### src/design/ndh_pkg.sv
// Purpose: Constants and types for the NAND bus host controller.
// Assumes: Eight-bit NAND bus, APB register port, 10 MHz pclk.
// Notes: Offsets are byte addresses of 32-bit registers.
package ndh_pkg;
    // ----------------------------------------------------------------
    // Register map
    // ----------------------------------------------------------------
    localparam logic [7:0] OFF_CTRL = 8'h00;
    localparam logic [7:0] OFF_TXB = 8'h04;
    localparam logic [7:0] OFF_COL = 8'h08;
    localparam logic [7:0] OFF_ROW = 8'h0C;
    localparam logic [7:0] OFF_CFG = 8'h10;
    localparam logic [7:0] OFF_STAT = 8'h14;
    // ----------------------------------------------------------------
    // Field positions and reset values
    // ----------------------------------------------------------------
    localparam int CFG_WP_N = 0;
    localparam int CFG_LOCK = 1;
    localparam int CFG_CE_KEEP = 2;
    localparam int STAT_BUSY = 0;
    localparam int STAT_RDY = 1;
    localparam int STAT_RDATA = 8;
    localparam int COL_TOP = 11;
    localparam logic RST_WP_N = 1'b0;
    localparam logic RST_LOCK = 1'b0;
    localparam logic RST_CE_KEEP = 1'b0;
    // ----------------------------------------------------------------
    // Operation codes written to the control register
    // ----------------------------------------------------------------
    localparam logic [2:0] OP_NONE = 3'h0;
    localparam logic [2:0] OP_CMD = 3'h1;
    localparam logic [2:0] OP_ADDR = 3'h2;
    localparam logic [2:0] OP_WDATA = 3'h3;
    localparam logic [2:0] OP_RDATA = 3'h4;
    localparam logic [2:0] OP_ADDR5 = 3'h5;
    localparam logic [2:0] ADDR_LAST = 3'h4;
    // ----------------------------------------------------------------
    // Timing
    // ----------------------------------------------------------------
    localparam int CLK_NS = 100;
    localparam int STROBE_NS = 300;
    localparam int STROBE_CYC = (STROBE_NS + CLK_NS - 1) / CLK_NS;
    localparam logic [3:0] STROBE_LAST = 4'(STROBE_CYC - 1);
    // ----------------------------------------------------------------
    // Types
    // ----------------------------------------------------------------
    typedef enum logic [3:0] {
        ST_IDLE = 4'b0001,
        ST_SETUP = 4'b0010,
        ST_PULSE = 4'b0100,
        ST_RELEASE = 4'b1000
    } ndh_state_t;
    typedef struct packed {
        ndh_state_t st;
        logic [2:0] op;
        logic [2:0] idx;
        logic [3:0] cnt;
        logic [7:0] txb;
        logic [11:0] col;
        logic [16:0] row;
        logic wp_n;
        logic lock;
        logic ce_keep;
        logic [7:0] rdata;
        logic ce_n;
        logic cle;
        logic ale;
        logic we_n;
        logic re_n;
        logic [7:0] io_out;
        logic io_oe;
        logic rb_m;
        logic rb_s;
        logic [7:0] io_m;
        logic [7:0] io_s;
    } ndh_regs_t;
endpackage : ndh_pkg

### src/design/ndh_host.sv
// Purpose: Host controller that drives a NAND die over its strobed bus.
// Assumes: Software orders single bus cycles or a five-cycle address.
// Notes: APB slave with zero wait states; pins are sampled through two flops.
//
// The placing of the registers and the APB interface to the registers were chosen for this implementation.
`timescale 1ns/100ps
`default_nettype none
// Contract
// - Commands, addresses and data share one byte-wide two-way bus.
// - Five control strobes plus separate write protect and ready/busy.
// - Host read strobe moves one datum out of the die per strobe.
// - Host write strobe moves one command, address or datum per strobe.
// - Five address cycles: column low, column high, page, block, block top.
// - With top column bit set, column bits 10 to 6 are zero.
// - Command latched on write strobe rise with ce low, cle high, ale low.
// - Address latched on write strobe rise with ce low, ale high, cle low.
module ndh_host (
    // Clock and reset.
    input wire logic pclk,
    input wire logic presetn,
    // APB slave.
    input wire logic psel,
    input wire logic penable,
    input wire logic pwrite,
    input wire logic [7:0] paddr,
    input wire logic [31:0] pwdata,
    output logic [31:0] prdata,
    output logic pready,
    output logic pslverr,
    // NAND bus pins.
    output logic ce_n,
    output logic cle,
    output logic ale,
    output logic we_n,
    output logic read_strobe_n,
    output logic [7:0] io_out,
    output logic io_oe,
    input wire logic [7:0] io_in,
    // Side pins.
    output logic wp_n,
    output logic lock,
    input wire logic rb_n
);
    // ----------------------------------------------------------------
    // Helpers
    // ----------------------------------------------------------------
    function automatic logic [7:0] addr_byte(input logic [2:0] idx,
        input logic [11:0] col, input logic [16:0] row);
        case (idx)
            3'h0: addr_byte = col[7:0];
            3'h1: addr_byte = {4'h0, col[11:8]};
            3'h2: addr_byte = row[7:0];
            3'h3: addr_byte = row[15:8];
            default: addr_byte = {7'h00, row[16]};
        endcase
    endfunction : addr_byte

    function automatic logic [11:0] spare_mask(input logic [11:0] col);
        spare_mask = col[ndh_pkg::COL_TOP] ? {col[11], 5'h00, col[5:0]} : col;
    endfunction : spare_mask

    ndh_pkg::ndh_regs_t s;
    ndh_pkg::ndh_regs_t next_s;
    logic wr;
    logic acc;
    logic mapped;
    logic busy;

    assign acc = psel && penable;
    assign wr = acc && pwrite;
    assign busy = (s.st != ndh_pkg::ST_IDLE);
    assign mapped = (paddr == ndh_pkg::OFF_CTRL) || (paddr == ndh_pkg::OFF_TXB)
        || (paddr == ndh_pkg::OFF_COL) || (paddr == ndh_pkg::OFF_ROW)
        || (paddr == ndh_pkg::OFF_CFG) || (paddr == ndh_pkg::OFF_STAT);
    // ----------------------------------------------------------------
    // APB answers
    // ----------------------------------------------------------------
    assign pready = 1'b1;
    assign pslverr = acc && !mapped;

    always_comb begin
        case (paddr)
            ndh_pkg::OFF_CTRL: prdata = {29'h0000_0000, s.op};
            ndh_pkg::OFF_TXB: prdata = {24'h00_0000, s.txb};
            ndh_pkg::OFF_COL: prdata = {20'h0_0000, s.col};
            ndh_pkg::OFF_ROW: prdata = {15'h0000, s.row};
            ndh_pkg::OFF_CFG: prdata = {29'h0000_0000, s.ce_keep, s.lock,
                s.wp_n};
            ndh_pkg::OFF_STAT: prdata = {16'h0000, s.rdata, 6'h00, s.rb_s, busy};
            default: prdata = 32'h0000_0000;
        endcase
    end
    // ----------------------------------------------------------------
    // Next state
    // ----------------------------------------------------------------
    always_comb begin
        next_s = s;
        next_s.rb_m = rb_n;
        next_s.rb_s = s.rb_m;
        next_s.io_m = io_in;
        next_s.io_s = s.io_m;
        if (wr && paddr == ndh_pkg::OFF_TXB && !busy) begin
            next_s.txb = pwdata[7:0];
        end
        if (wr && paddr == ndh_pkg::OFF_COL && !busy) begin
            next_s.col = spare_mask(pwdata[11:0]);
        end
        if (wr && paddr == ndh_pkg::OFF_ROW && !busy) begin
            next_s.row = pwdata[16:0];
        end
        if (wr && paddr == ndh_pkg::OFF_CFG && !busy) begin
            next_s.wp_n = pwdata[ndh_pkg::CFG_WP_N];
            next_s.lock = pwdata[ndh_pkg::CFG_LOCK];
            next_s.ce_keep = pwdata[ndh_pkg::CFG_CE_KEEP];
        end
        case (s.st)
            ndh_pkg::ST_IDLE: begin
                next_s.ce_n = !s.ce_keep;
                if (wr && paddr == ndh_pkg::OFF_CTRL
                    && pwdata[2:0] != ndh_pkg::OP_NONE
                    && pwdata[2:0] <= ndh_pkg::OP_ADDR5) begin
                    next_s.op = pwdata[2:0];
                    next_s.idx = 3'h0;
                    next_s.st = ndh_pkg::ST_SETUP;
                end
            end
            ndh_pkg::ST_SETUP: begin
                next_s.ce_n = 1'b0;
                next_s.cle = (s.op == ndh_pkg::OP_CMD);
                next_s.ale = (s.op == ndh_pkg::OP_ADDR)
                    || (s.op == ndh_pkg::OP_ADDR5);
                next_s.io_oe = (s.op != ndh_pkg::OP_RDATA);
                next_s.io_out = (s.op == ndh_pkg::OP_ADDR5)
                    ? addr_byte(s.idx, s.col, s.row) : s.txb;
                next_s.cnt = 4'h0;
                next_s.st = ndh_pkg::ST_PULSE;
            end
            ndh_pkg::ST_PULSE: begin
                if (s.op == ndh_pkg::OP_RDATA) begin
                    next_s.re_n = 1'b0;
                end else begin
                    next_s.we_n = 1'b0;
                end
                if (!s.we_n || !s.re_n) begin
                    next_s.cnt = s.cnt + 4'h1;
                    if (s.cnt == ndh_pkg::STROBE_LAST) begin
                        next_s.we_n = 1'b1;
                        next_s.re_n = 1'b1;
                        if (s.op == ndh_pkg::OP_RDATA) begin
                            next_s.rdata = s.io_s;
                        end
                        next_s.st = ndh_pkg::ST_RELEASE;
                    end
                end
            end
            ndh_pkg::ST_RELEASE: begin
                if (s.op == ndh_pkg::OP_ADDR5
                    && s.idx != ndh_pkg::ADDR_LAST) begin
                    next_s.idx = s.idx + 3'h1;
                    next_s.st = ndh_pkg::ST_SETUP;
                end else begin
                    next_s.cle = 1'b0;
                    next_s.ale = 1'b0;
                    next_s.io_oe = 1'b0;
                    next_s.op = ndh_pkg::OP_NONE;
                    next_s.st = ndh_pkg::ST_IDLE;
                end
            end
            default: begin
                next_s.st = ndh_pkg::ST_IDLE;
            end
        endcase
    end
    // ----------------------------------------------------------------
    // State register
    // ----------------------------------------------------------------
    always_ff @(posedge pclk or negedge presetn) begin
        if (!presetn) begin
            s <= '0;
            s.st <= ndh_pkg::ST_IDLE;
            s.wp_n <= ndh_pkg::RST_WP_N;
            s.lock <= ndh_pkg::RST_LOCK;
            s.ce_keep <= ndh_pkg::RST_CE_KEEP;
            s.ce_n <= 1'b1;
            s.we_n <= 1'b1;
            s.re_n <= 1'b1;
            s.rb_m <= 1'b1;
            s.rb_s <= 1'b1;
        end else begin
            s <= next_s;
        end
    end

    assign ce_n = s.ce_n;
    assign cle = s.cle;
    assign ale = s.ale;
    assign we_n = s.we_n;
    assign read_strobe_n = s.re_n;
    assign io_out = s.io_out;
    assign io_oe = s.io_oe;
    assign wp_n = s.wp_n;
    assign lock = s.lock;
endmodule : ndh_host
`default_nettype wire

### config.mk
export PLATFORM = sky130hd
export DESIGN_NAME = ndh_host
export DESIGN_NICKNAME = d
export VERILOG_FILES = /design/src/design/ndh_pkg.sv /design/src/design/ndh_host.sv
export SDC_FILE = /design/constraint.sdc
export NUM_CORES = 1
export LEC_CHECK = 0
export ABC_AREA = 1
export BUFFER_PORTS_ARGS = -buffer_cell sky130_fd_sc_hd__buf_4
export CAP_MARGIN = 25
export CORE_ASPECT_RATIO = 1.4
export CORE_MARGIN = 4
export CORE_UTILIZATION = 40
export CTS_CLUSTER_DIAMETER = 200
export DETAILED_ROUTE_END_ITERATION = 7
export HOLD_SLACK_MARGIN = 0.12
export SYNTH_ARGS = -nofsm -noshare
export SYNTH_HDL_FRONTEND = slang
export SYNTH_SLANG_ARGS = --single-unit
### constraint.sdc
create_clock -name pclk -period 1.89 [get_ports pclk]
set_clock_uncertainty 0.2 [all_clocks]
set_input_delay 0.0945 -clock pclk [delete_from_list [all_inputs] [get_ports pclk]]
set_output_delay 0.0945 -clock pclk [all_outputs]
set_load 0.02 [all_outputs]
# --- Word-level counts from Yosys, hierarchy flattened ---
# Index checks and enable logic that the tools add are counted.
classes:
  n_reduce_logical: 40
  add_sub_neg: 2
  order_cmp: 1
  eq_ne: 25
  mux: 23
ops:
  columns: ["cell", "count"]
  rows:
  - ["17-bit case mux with 6 select lines", 1]
  - ["8-bit case mux with 4 select lines", 1]
  - ["8-bit by 4-bit equality test with 1-bit output, second input constant", 2]
  - ["8-bit by 5-bit equality test with 1-bit output, second input constant", 2]
  - ["4-bit case mux with 4 select lines", 1]
  - ["1-bit logical AND", 15]
  - ["12-bit 2-to-1 mux", 1]
  - ["4-bit 2-to-1 mux", 3]
  - ["6-bit case mux with 2 select lines", 1]
  - ["10-bit 2-to-1 mux", 1]
  - ["2-bit != test, second input constant", 5]
  - ["3-bit by 2-bit equality test with 1-bit output, second input constant", 3]
  - ["3-bit AND reduction", 3]
  - ["4-bit by 2-bit equality test with 1-bit output, second input constant", 2]
  - ["8-bit by 3-bit equality test with 1-bit output, second input constant", 1]
  - ["8-bit zero test", 1]
  - ["2-bit 2-to-1 mux", 4]
  - ["8-bit 2-to-1 mux", 1]
  - ["4-bit case mux with 2 select lines", 1]
  - ["2-bit nonzero test", 4]
  - ["1-bit logical OR", 7]
  - ["3-bit by 1-bit equality test with 1-bit output, second input constant", 2]
  - ["3-bit equality test, second input constant", 2]
  - ["3-bit 2-to-1 mux", 2]
  - ["other kinds (16)", 25]
totals:
  in_bits: 54
  elab_cells: 113
  regBits: 94

# --- Depth between registers and ports, before layout ---
# Gate-level depths: netlist (run 1).
logic_depth:
  ltp_word: 8
  mapped_depth: 10
  mapped_depth_nobuf: 10

# --- Worst setup path after synthesis (run 1) ---
# No wires, ideal clock.
synth_timing:
  path_kind: "register to register"
  from: "reg s[84] in the netlist's numbering"
  to: "reg s (netlist bit io_out[0])"
  arrival_time_ns: 1.332
  path_slack_ns: 0.281
  path_stages_with_launch: 11
  path_cell_list: "dfrtp_1 -> inv_1 -> ha_1 -> inv_1 -> nor2_1 -> nand2_1 -> nand2_1 -> nor2_1 -> nand2_1 -> nand2_1 -> a21oi_1"
synth_via:
  elab_chain_len: 3
  word_cells_on_any_way: 6
  classes_between: "eq/ne (3); mux (2); reduce/logical (1)"
synth_rtl:
  columns: ["element", "line_no", "source"]
  rows:
  - ["start: declaration", "ndh_host.sv:62", "ndh_pkg::ndh_regs_t s;"]
  - ["start signal: assignment", "ndh_host.sv:190", "s <= next_s;"]
  - ["3-bit by 2-bit equality test with 1-bit output (tied with other cells)", "ndh_host.sv:49", "case (idx)"]
  - ["8-bit case mux with 4 select lines (*)", "ndh_host.sv:49", null]
  - ["8-bit 2-to-1 mux (*)", "ndh_host.sv:134", "? addr_byte(s.idx, s.col, s.row) : s.txb;"]
# Mark *: on every way between the ends. The rest lies on a longest branch, timed or not.
# A chain may end at the register's enable or synchronous reset.

# --- Final worst setup path (run 1) ---
layout_timing:
  from: "reg s[93] in the netlist's numbering"
  to: "out prdata[0]"
layout_via:
  elab_chain_len: 2
layout_rtl:
  columns: ["element", "line_no", "source"]
  rows:
  - ["4-bit by 1-bit != test with 1-bit output", "ndh_host.sv:71", "assign busy = (s.st != ndh_pkg::ST_IDLE);"]
  - ["17-bit case mux with 6 select lines", "ndh_host.sv:82", "case (paddr)"]
  - ["end: declaration", "ndh_host.sv:27", "output logic [31:0] prdata,"]
# Every way passes these cells.

==> impl_metrics.json, run 1 <==
{
  "outcome": "finished clean",
  "synth_area_leader_cell": "dfrtp_1",
  "grt_pass1_vias": 4086,
  "critPathMaxFanout": 3,
  "crit_path_cell_trace": "nor2_4, nand3_4, nand2_1, nand2_1, nor2_1, nand3_1, buf_4",
  "grt_first_pass_wirelength_microns": 19800,
  "p_per_area_nw_per_um2": 928,
  "vias": 4106,
  "pwr-share-clk_pct": 31.3,
  "synth_top_cell_area_share_pct": 45.4,
  "tns_ns": 0,
  "drtPass1Iterations": 5,
  "min_period_ns": 1.77,
  "switching_share_pct": 31.7,
  "leakagePower_uw": 0.00315,
  "viasPerCell": 4.83,
  "regMostFlops": "s",
  "clock_latency_ns": 0.34,
  "fp.dieH_microns": 138,
  "synth-seq-cells": 94,
  "crit_required_ns": 1.60,
  "die_area_sq_um": 14000,
  "drive_gt1_share_pct": 25.0,
  "cts_sinks": 94,
  "switching_power_uw": 1820,
  "worstPathArrival_ns": 1.48,
  "synth_edf_count": 0,
  "holdPathEnd": "s[69]",
  "min_path_cells": 6,
  "hold_class": "primary input to register",
  "fin_area_sq_um": 6170,
  "num-nets-final": 759,
  "worstSetupPathType": "register to primary output",
  "r2r_cells": 9,
  "finalHoldViolCount": 0,
  "path_delay_family": "simple AND/OR/NAND/NOR gates",
  "slowest_delay_ns": 0.43,
  "root_buffer": "clkbuf_16",
  "rrSetupSlack_ns": 0.13,
  "synthTopCellsByArea": "dfrtp_1 45%, nand2_1 14%, o21ai_2 4.9%",
  "timing.rr.start": "s[93]",
  "synthesis.instances": 583,
  "drt_iter0_drc": 200,
  "yosysSeqAreaShare_pct": 48.7,
  "drc": 0,
  "start_kind": "register",
  "holdCritStartpoint": "paddr[3]",
  "globalplace.congestion": 0.867,
  "path_buf_inv": 1,
  "clk_path_buf_depth": 2,
  "yosysMostFrequentCell": "nand2_1",
  "async_reset_ff_share_pct": 100,
  "cts-buffers-inserted": 9,
  "antenna_cells": 0,
  "wl_microns": 12000,
  "fin_crit_sh_pct": 93.6,
  "drv_slew": 0,
  "fin_total_pwr_uw": 5730,
  "avgSynthCellArea_sq_um": 8.32,
  "start_util_pct": 41.0,
  "die_x_microns": 101,
  "maxCapViolCount": 0,
  "final_util_pct": 52.2,
  "ant_nets": 0,
  "area_growth_pct": 27.2,
  "path_clk_slew_ns": 0.06,
  "max_freq_mhz": 565,
  "n_fill_cell": 1123,
  "ys.flop_type": "dfrtp_1",
  "ios": 104,
  "coreArea_sq_um": 11800,
  "cts_tree": "done",
  "setup_viol": 0,
  "end_kind": "primary output",
  "grt_setup_unrepaired": "false",
  "antenna_found_initial": 0,
  "synth_commonest_cells": "184 x nand2_1, 88 x dfrtp_1, 56 x inv_1",
  "r2r-end": "s[45]",
  "slowest_stage": "dfrtp_2",
  "portBuffers": 72,
  "path_common_cell": "nand2_1",
  "overflow": 0,
  "yosysWarningCount": 0,
  "largest_register_ffs": 69,
  "synth_cell_types": 33,
  "grt_usage_pct": 17.6,
  "place_area_sq_um": 5520,
  "syn-cell-area_sq_um": 4850,
  "wl_per_cell_microns": 14.1,
  "share_comb_of_total_power_pct": 26.4,
  "ir_drop_uv": 414,
  "power_frac_seq_pct": 42.2,
  "rows": 47,
  "grt_max_degree": 43,
  "dp.final_hpwl_microns": 8950,
  "h-tree-depth": 3,
  "p_int_uw": 3910
}
-- routing by layer --
metal	share of wire (%)	GRT usage (%)	vias to the layer above
met5	0	0	-
met4	2.0	6.65	0
met3	5.0	2.02	18
met2	54	31.6	121
met1	39	21.2	1932
li1	-	-	2035
-- layout by cell type (no fill, tap or decap), types with 5 or more instances in the layout --
cell,netlist,final
nand3_1,37,37
o211ai_1,9,9
nand2_2,8,8
nor2_1,46,46
conb_1,2,16
nor2_4,6,7
o21ai_2,27,27
nand2_1,184,184
buf_4,24,92
inv_1,56,56
dfrtp_1,88,87
ha_1,7,7
dlygate4sd3_1,0,32
clkbuf_16,0,9
a21oi_1,5,5
dfstp_2,6,6
o21ai_0,29,29
nand4_1,6,6
-- cell type report --
class	instances	area [sq um]	share of cell area, %
Clock inverter	5	57.6	0.933
Sequential cell	94	2360	38.3
Tap cell	147	184	2.98
Multi-Input combinational cell	405	2050	33.2
Inverter	62	235	3.81
Clock buffer	11	233	3.77
Timing Repair Buffer	126	1050	17.0
-- kinds of logic after synthesis --
| kind of cell | Yosys count | share of synthesized area (%) |
|---|---|---|
| simple gates | 306 | 28.4 |
| other cells | 2 | 0.155 |
| flops | 94 | 48.7 |
| buf+inv | 98 | 10.3 |
| compound gates | 75 | 10.5 |
| fa+ha+maj | 7 | 1.81 |
| xor+xnor | 1 | 0.181 |
-- what timing repair did --
| action | in CTS | in global routing |
|---|---|---|
| hold endpoints to repair | 145 | 0 |
| endpoints found under the setup margin | 1 | 1 |
| hold buffers | 32 | 0 |
| gates resized for setup | 1 | 1 |
| setup buffers | 0 | 4 |
| pin swaps | 0 | 1 |
-- power by group through the flow --
stage | Combinational [uW] | Sequential [uW] | Clock (uW)
6_report | 1510 | 2420 | 1790
5_1_grt | 1680 | 2450 | 1910
4_1_cts | 1470 | 2420 | 1830
3_5_place_dp | 1410 | 2450 | 0
3_3_place_gp | 1380 | 2440 | 0
2_1_floorplan | 930 | 2470 | 0
-- worst max path at each step --
stage	from	to	slack, ns	depth (start not counted)
after CTS	s[93]	prdata[0]	0.004	7
after floorplan	s[84]	io_out[0]	0.28	10
after global placement	s[84]	io_out[3]	0.19	6
after detailed placement	s[91]	s[39]	0.17	8
final	s[93]	prdata[0]	0.12	7
after global routing	s[84]	io_out[3]	0.02	6
-- worst reg2reg max path, delay by kind of cell, from the launching register on --
kind,cells,cell delay [ns]
buffers and inverters,3,0.41
AO/OA/AOI/OAI,1,0.11
AND/OR/NAND/NOR,5,0.51
flip-flops,1,0.43
-- stage by stage --
stage               setup WS, ns  instances  hold slack (ns)
CTS                      0.00404        846            0.126
detailed placement         0.171        798           -0.171
global route              0.0157        850            0.157
global placement           0.191        798           -0.178
finish                     0.120        850            0.138
floorplan                  0.281        597           -0.401
(Power assumes the default switching activity.)
==> inputs of run 2 (changes only) <==
--- a/config.mk
+++ b/config.mk
@@ -10,7 +10,7 @@
 export CAP_MARGIN = 25
 export CORE_ASPECT_RATIO = 1.4
 export CORE_MARGIN = 4
-export CORE_UTILIZATION = 40
+export CORE_UTILIZATION = 25
 export CTS_CLUSTER_DIAMETER = 200
 export DETAILED_ROUTE_END_ITERATION = 7
 export HOLD_SLACK_MARGIN = 0.12
==> run 2 against run 1 <==
Fmax decreased by 1.4%. Combinational power about the same. Register-to-register slack better by 0.03 ns. Die area up 55%. Utilization decreased by 19 points. Via count decreased by 2.0%. Highest routed layer unchanged.
==> impl_metrics.json, run 2 (synthesized netlist as in run 1, its figures left out) <==
{
  "globalplace.congestion": 0.835,
  "mostFrequentLayoutCells": "183 x nand2_1, 95 x buf_4, 87 x dfrtp_1",
  "viasPerCell": 4.22,
  "drv_slew": 0,
  "outcome": "finished clean",
  "rows": 60,
  "path_common_cell": "nand2_1",
  "top_layer": "met4",
  "grt_pass1_vias": 4135,
  "slew_headroom_pct": 64.1,
  "wl_microns": 12700,
  "hold_class": "primary input to register",
  "critPathMaxFanout": 2,
  "final_common_cell": "nand2_1",
  "h-tree-depth": 3,
  "rrSetupSlack_ns": 0.16,
  "area_growth_pct": 30.2,
  "fin_crit_sh_pct": 94.9,
  "wl_met2_microns": 6730,
  "drt_iter0_drc": 164,
  "num-nets-final": 761,
  "timing.rr.start": "s[93]",
  "ir_drop_uv": 359,
  "clk_path_buf_depth": 2,
  "setup_viol": 0,
  "coreArea_sq_um": 19100,
  "wl_met3_microns": 469,
  "worstSetupPathType": "register to primary output",
  "clock_latency_ns": 0.36,
  "maxCapViolCount": 0,
  "max_freq_mhz": 557,
  "cts_sinks": 94,
  "min_period_ns": 1.79,
  "leakagePower_uw": 0.00316,
  "p_per_area_nw_per_um2": 901,
  "crit_path_cell_trace": "nor2_4, nand3_4, nand2_1, nand2_1, nor2_1, nand3_1, buf_4",
  "cts_tree": "done",
  "ios": 104,
  "root_buffer": "clkbuf_16",
  "worstPathArrival_ns": 1.50,
  "start_util_pct": 25.3,
  "start_kind": "register",
  "place_area_sq_um": 5700,
  "die_area_sq_um": 21700,
  "finalHoldViolCount": 0,
  "die_x_microns": 126,
  "vias": 4024,
  "grt_setup_unrepaired": "false",
  "grt_first_pass_wirelength_microns": 21300,
  "path_clk_slew_ns": 0.08,
  "grt_max_degree": 40,
  "antenna_found_initial": 0,
  "ant_nets": 0,
  "cts-buffers-inserted": 9,
  "startpoint": "s[93]",
  "wl_per_cell_microns": 13.3,
  "worstMarginPinSlew_ns": 0.539,
  "slowest_delay_ns": 0.42,
  "largest_register_ffs": 69,
  "fin_area_sq_um": 6310,
  "grt_usage_pct": 12.1,
  "drtPass1Iterations": 4,
  "overflow": 0,
  "tns_ns": 0,
  "r2r_cells": 9,
  "portBuffers": 72,
  "slowest_stage": "dfrtp_2",
  "fp.dieH_microns": 173,
  "end_kind": "primary output",
  "wl_met1_microns": 5150,
  "regMostFlops": "s",
  "dp.final_hpwl_microns": 9800,
  "crit_required_ns": 1.60,
  "drc": 0,
  "crit_path_end": "prdata[0]",
  "antenna_cells": 0,
  "drive_gt1_share_pct": 26.0,
  "r2r-end": "s[60]"
}
[run 2: worst min-delay path by stage]
stage	from	endpoint	slack, ns	cells past startpoint
CTS	paddr[3]	s[70]	0.12	6
detailed placement	presetn	next_s[7]	-0.08	1
finish	paddr[2]	s[66]	0.11	6
global route	paddr[2]	s[66]	0.14	6
global placement	presetn	next_s[7]	-0.09	1
floorplan	presetn	ale	-0.40	0
[run 2: worst max-delay path, delay by kind of cell, from the launching register on]
| family | cells | cell delay [ns] |
|---|---|---|
| AND/OR/NAND/NOR | 6 | 0.56 |
| buffers and inverters | 1 | 0.17 |
| flip-flops | 1 | 0.42 |
[run 2: what timing repair did]
action,4_1_cts,5_1_grt
endpoints found under the setup margin,1,2
resized for setup,2,1
hold endpoints to repair,146,0
hold buffers,30,0
pin swaps,1,0
setup buffers,2,0
[run 2: report_power, final]
part | total, uW | switching [uW] | internal (uW)
sequential | 2410 | 153 | 2260
combinational | 1490 | 903 | 588
clock | 1780 | 861 | 921
[run 2: per-stage QoR]
stage	util (%)	power (uW)	instances	hold slack (ns)	worst slack (ns)
4_1_cts	33.0	5760	953	0.122	0.0701
3_3_place_gp	29.8	3870	905	-0.0857	0.0852
3_5_place_dp	29.8	3890	905	-0.0826	0.121
6_report	33.0	5690	953	0.115	0.0958
2_1_floorplan	-	3400	597	-0.401	0.281
5_1_grt	33.0	6020	953	0.136	0.0246
[run 2: final cells by class]
class | instances | area (sq um)
Tap cell | 248 | 310
Timing Repair Buffer | 128 | 1070
Multi-Input combinational cell | 405 | 2050
Clock buffer | 9 | 225
Fill cell | 2008 | 12800
Sequential cell | 94 | 2360
Clock inverter | 7 | 61.3
Inverter | 62 | 235
[run 2: per-layer routing]
| metal | GRT usage [%] | up-vias |
|---|---|---|
| li1 | - | 2046 |
| met1 | 14.4 | 1874 |
| met2 | 21.8 | 82 |
| met3 | 1.98 | 22 |
| met4 | 4.61 | 0 |
| met5 | 0 | - |
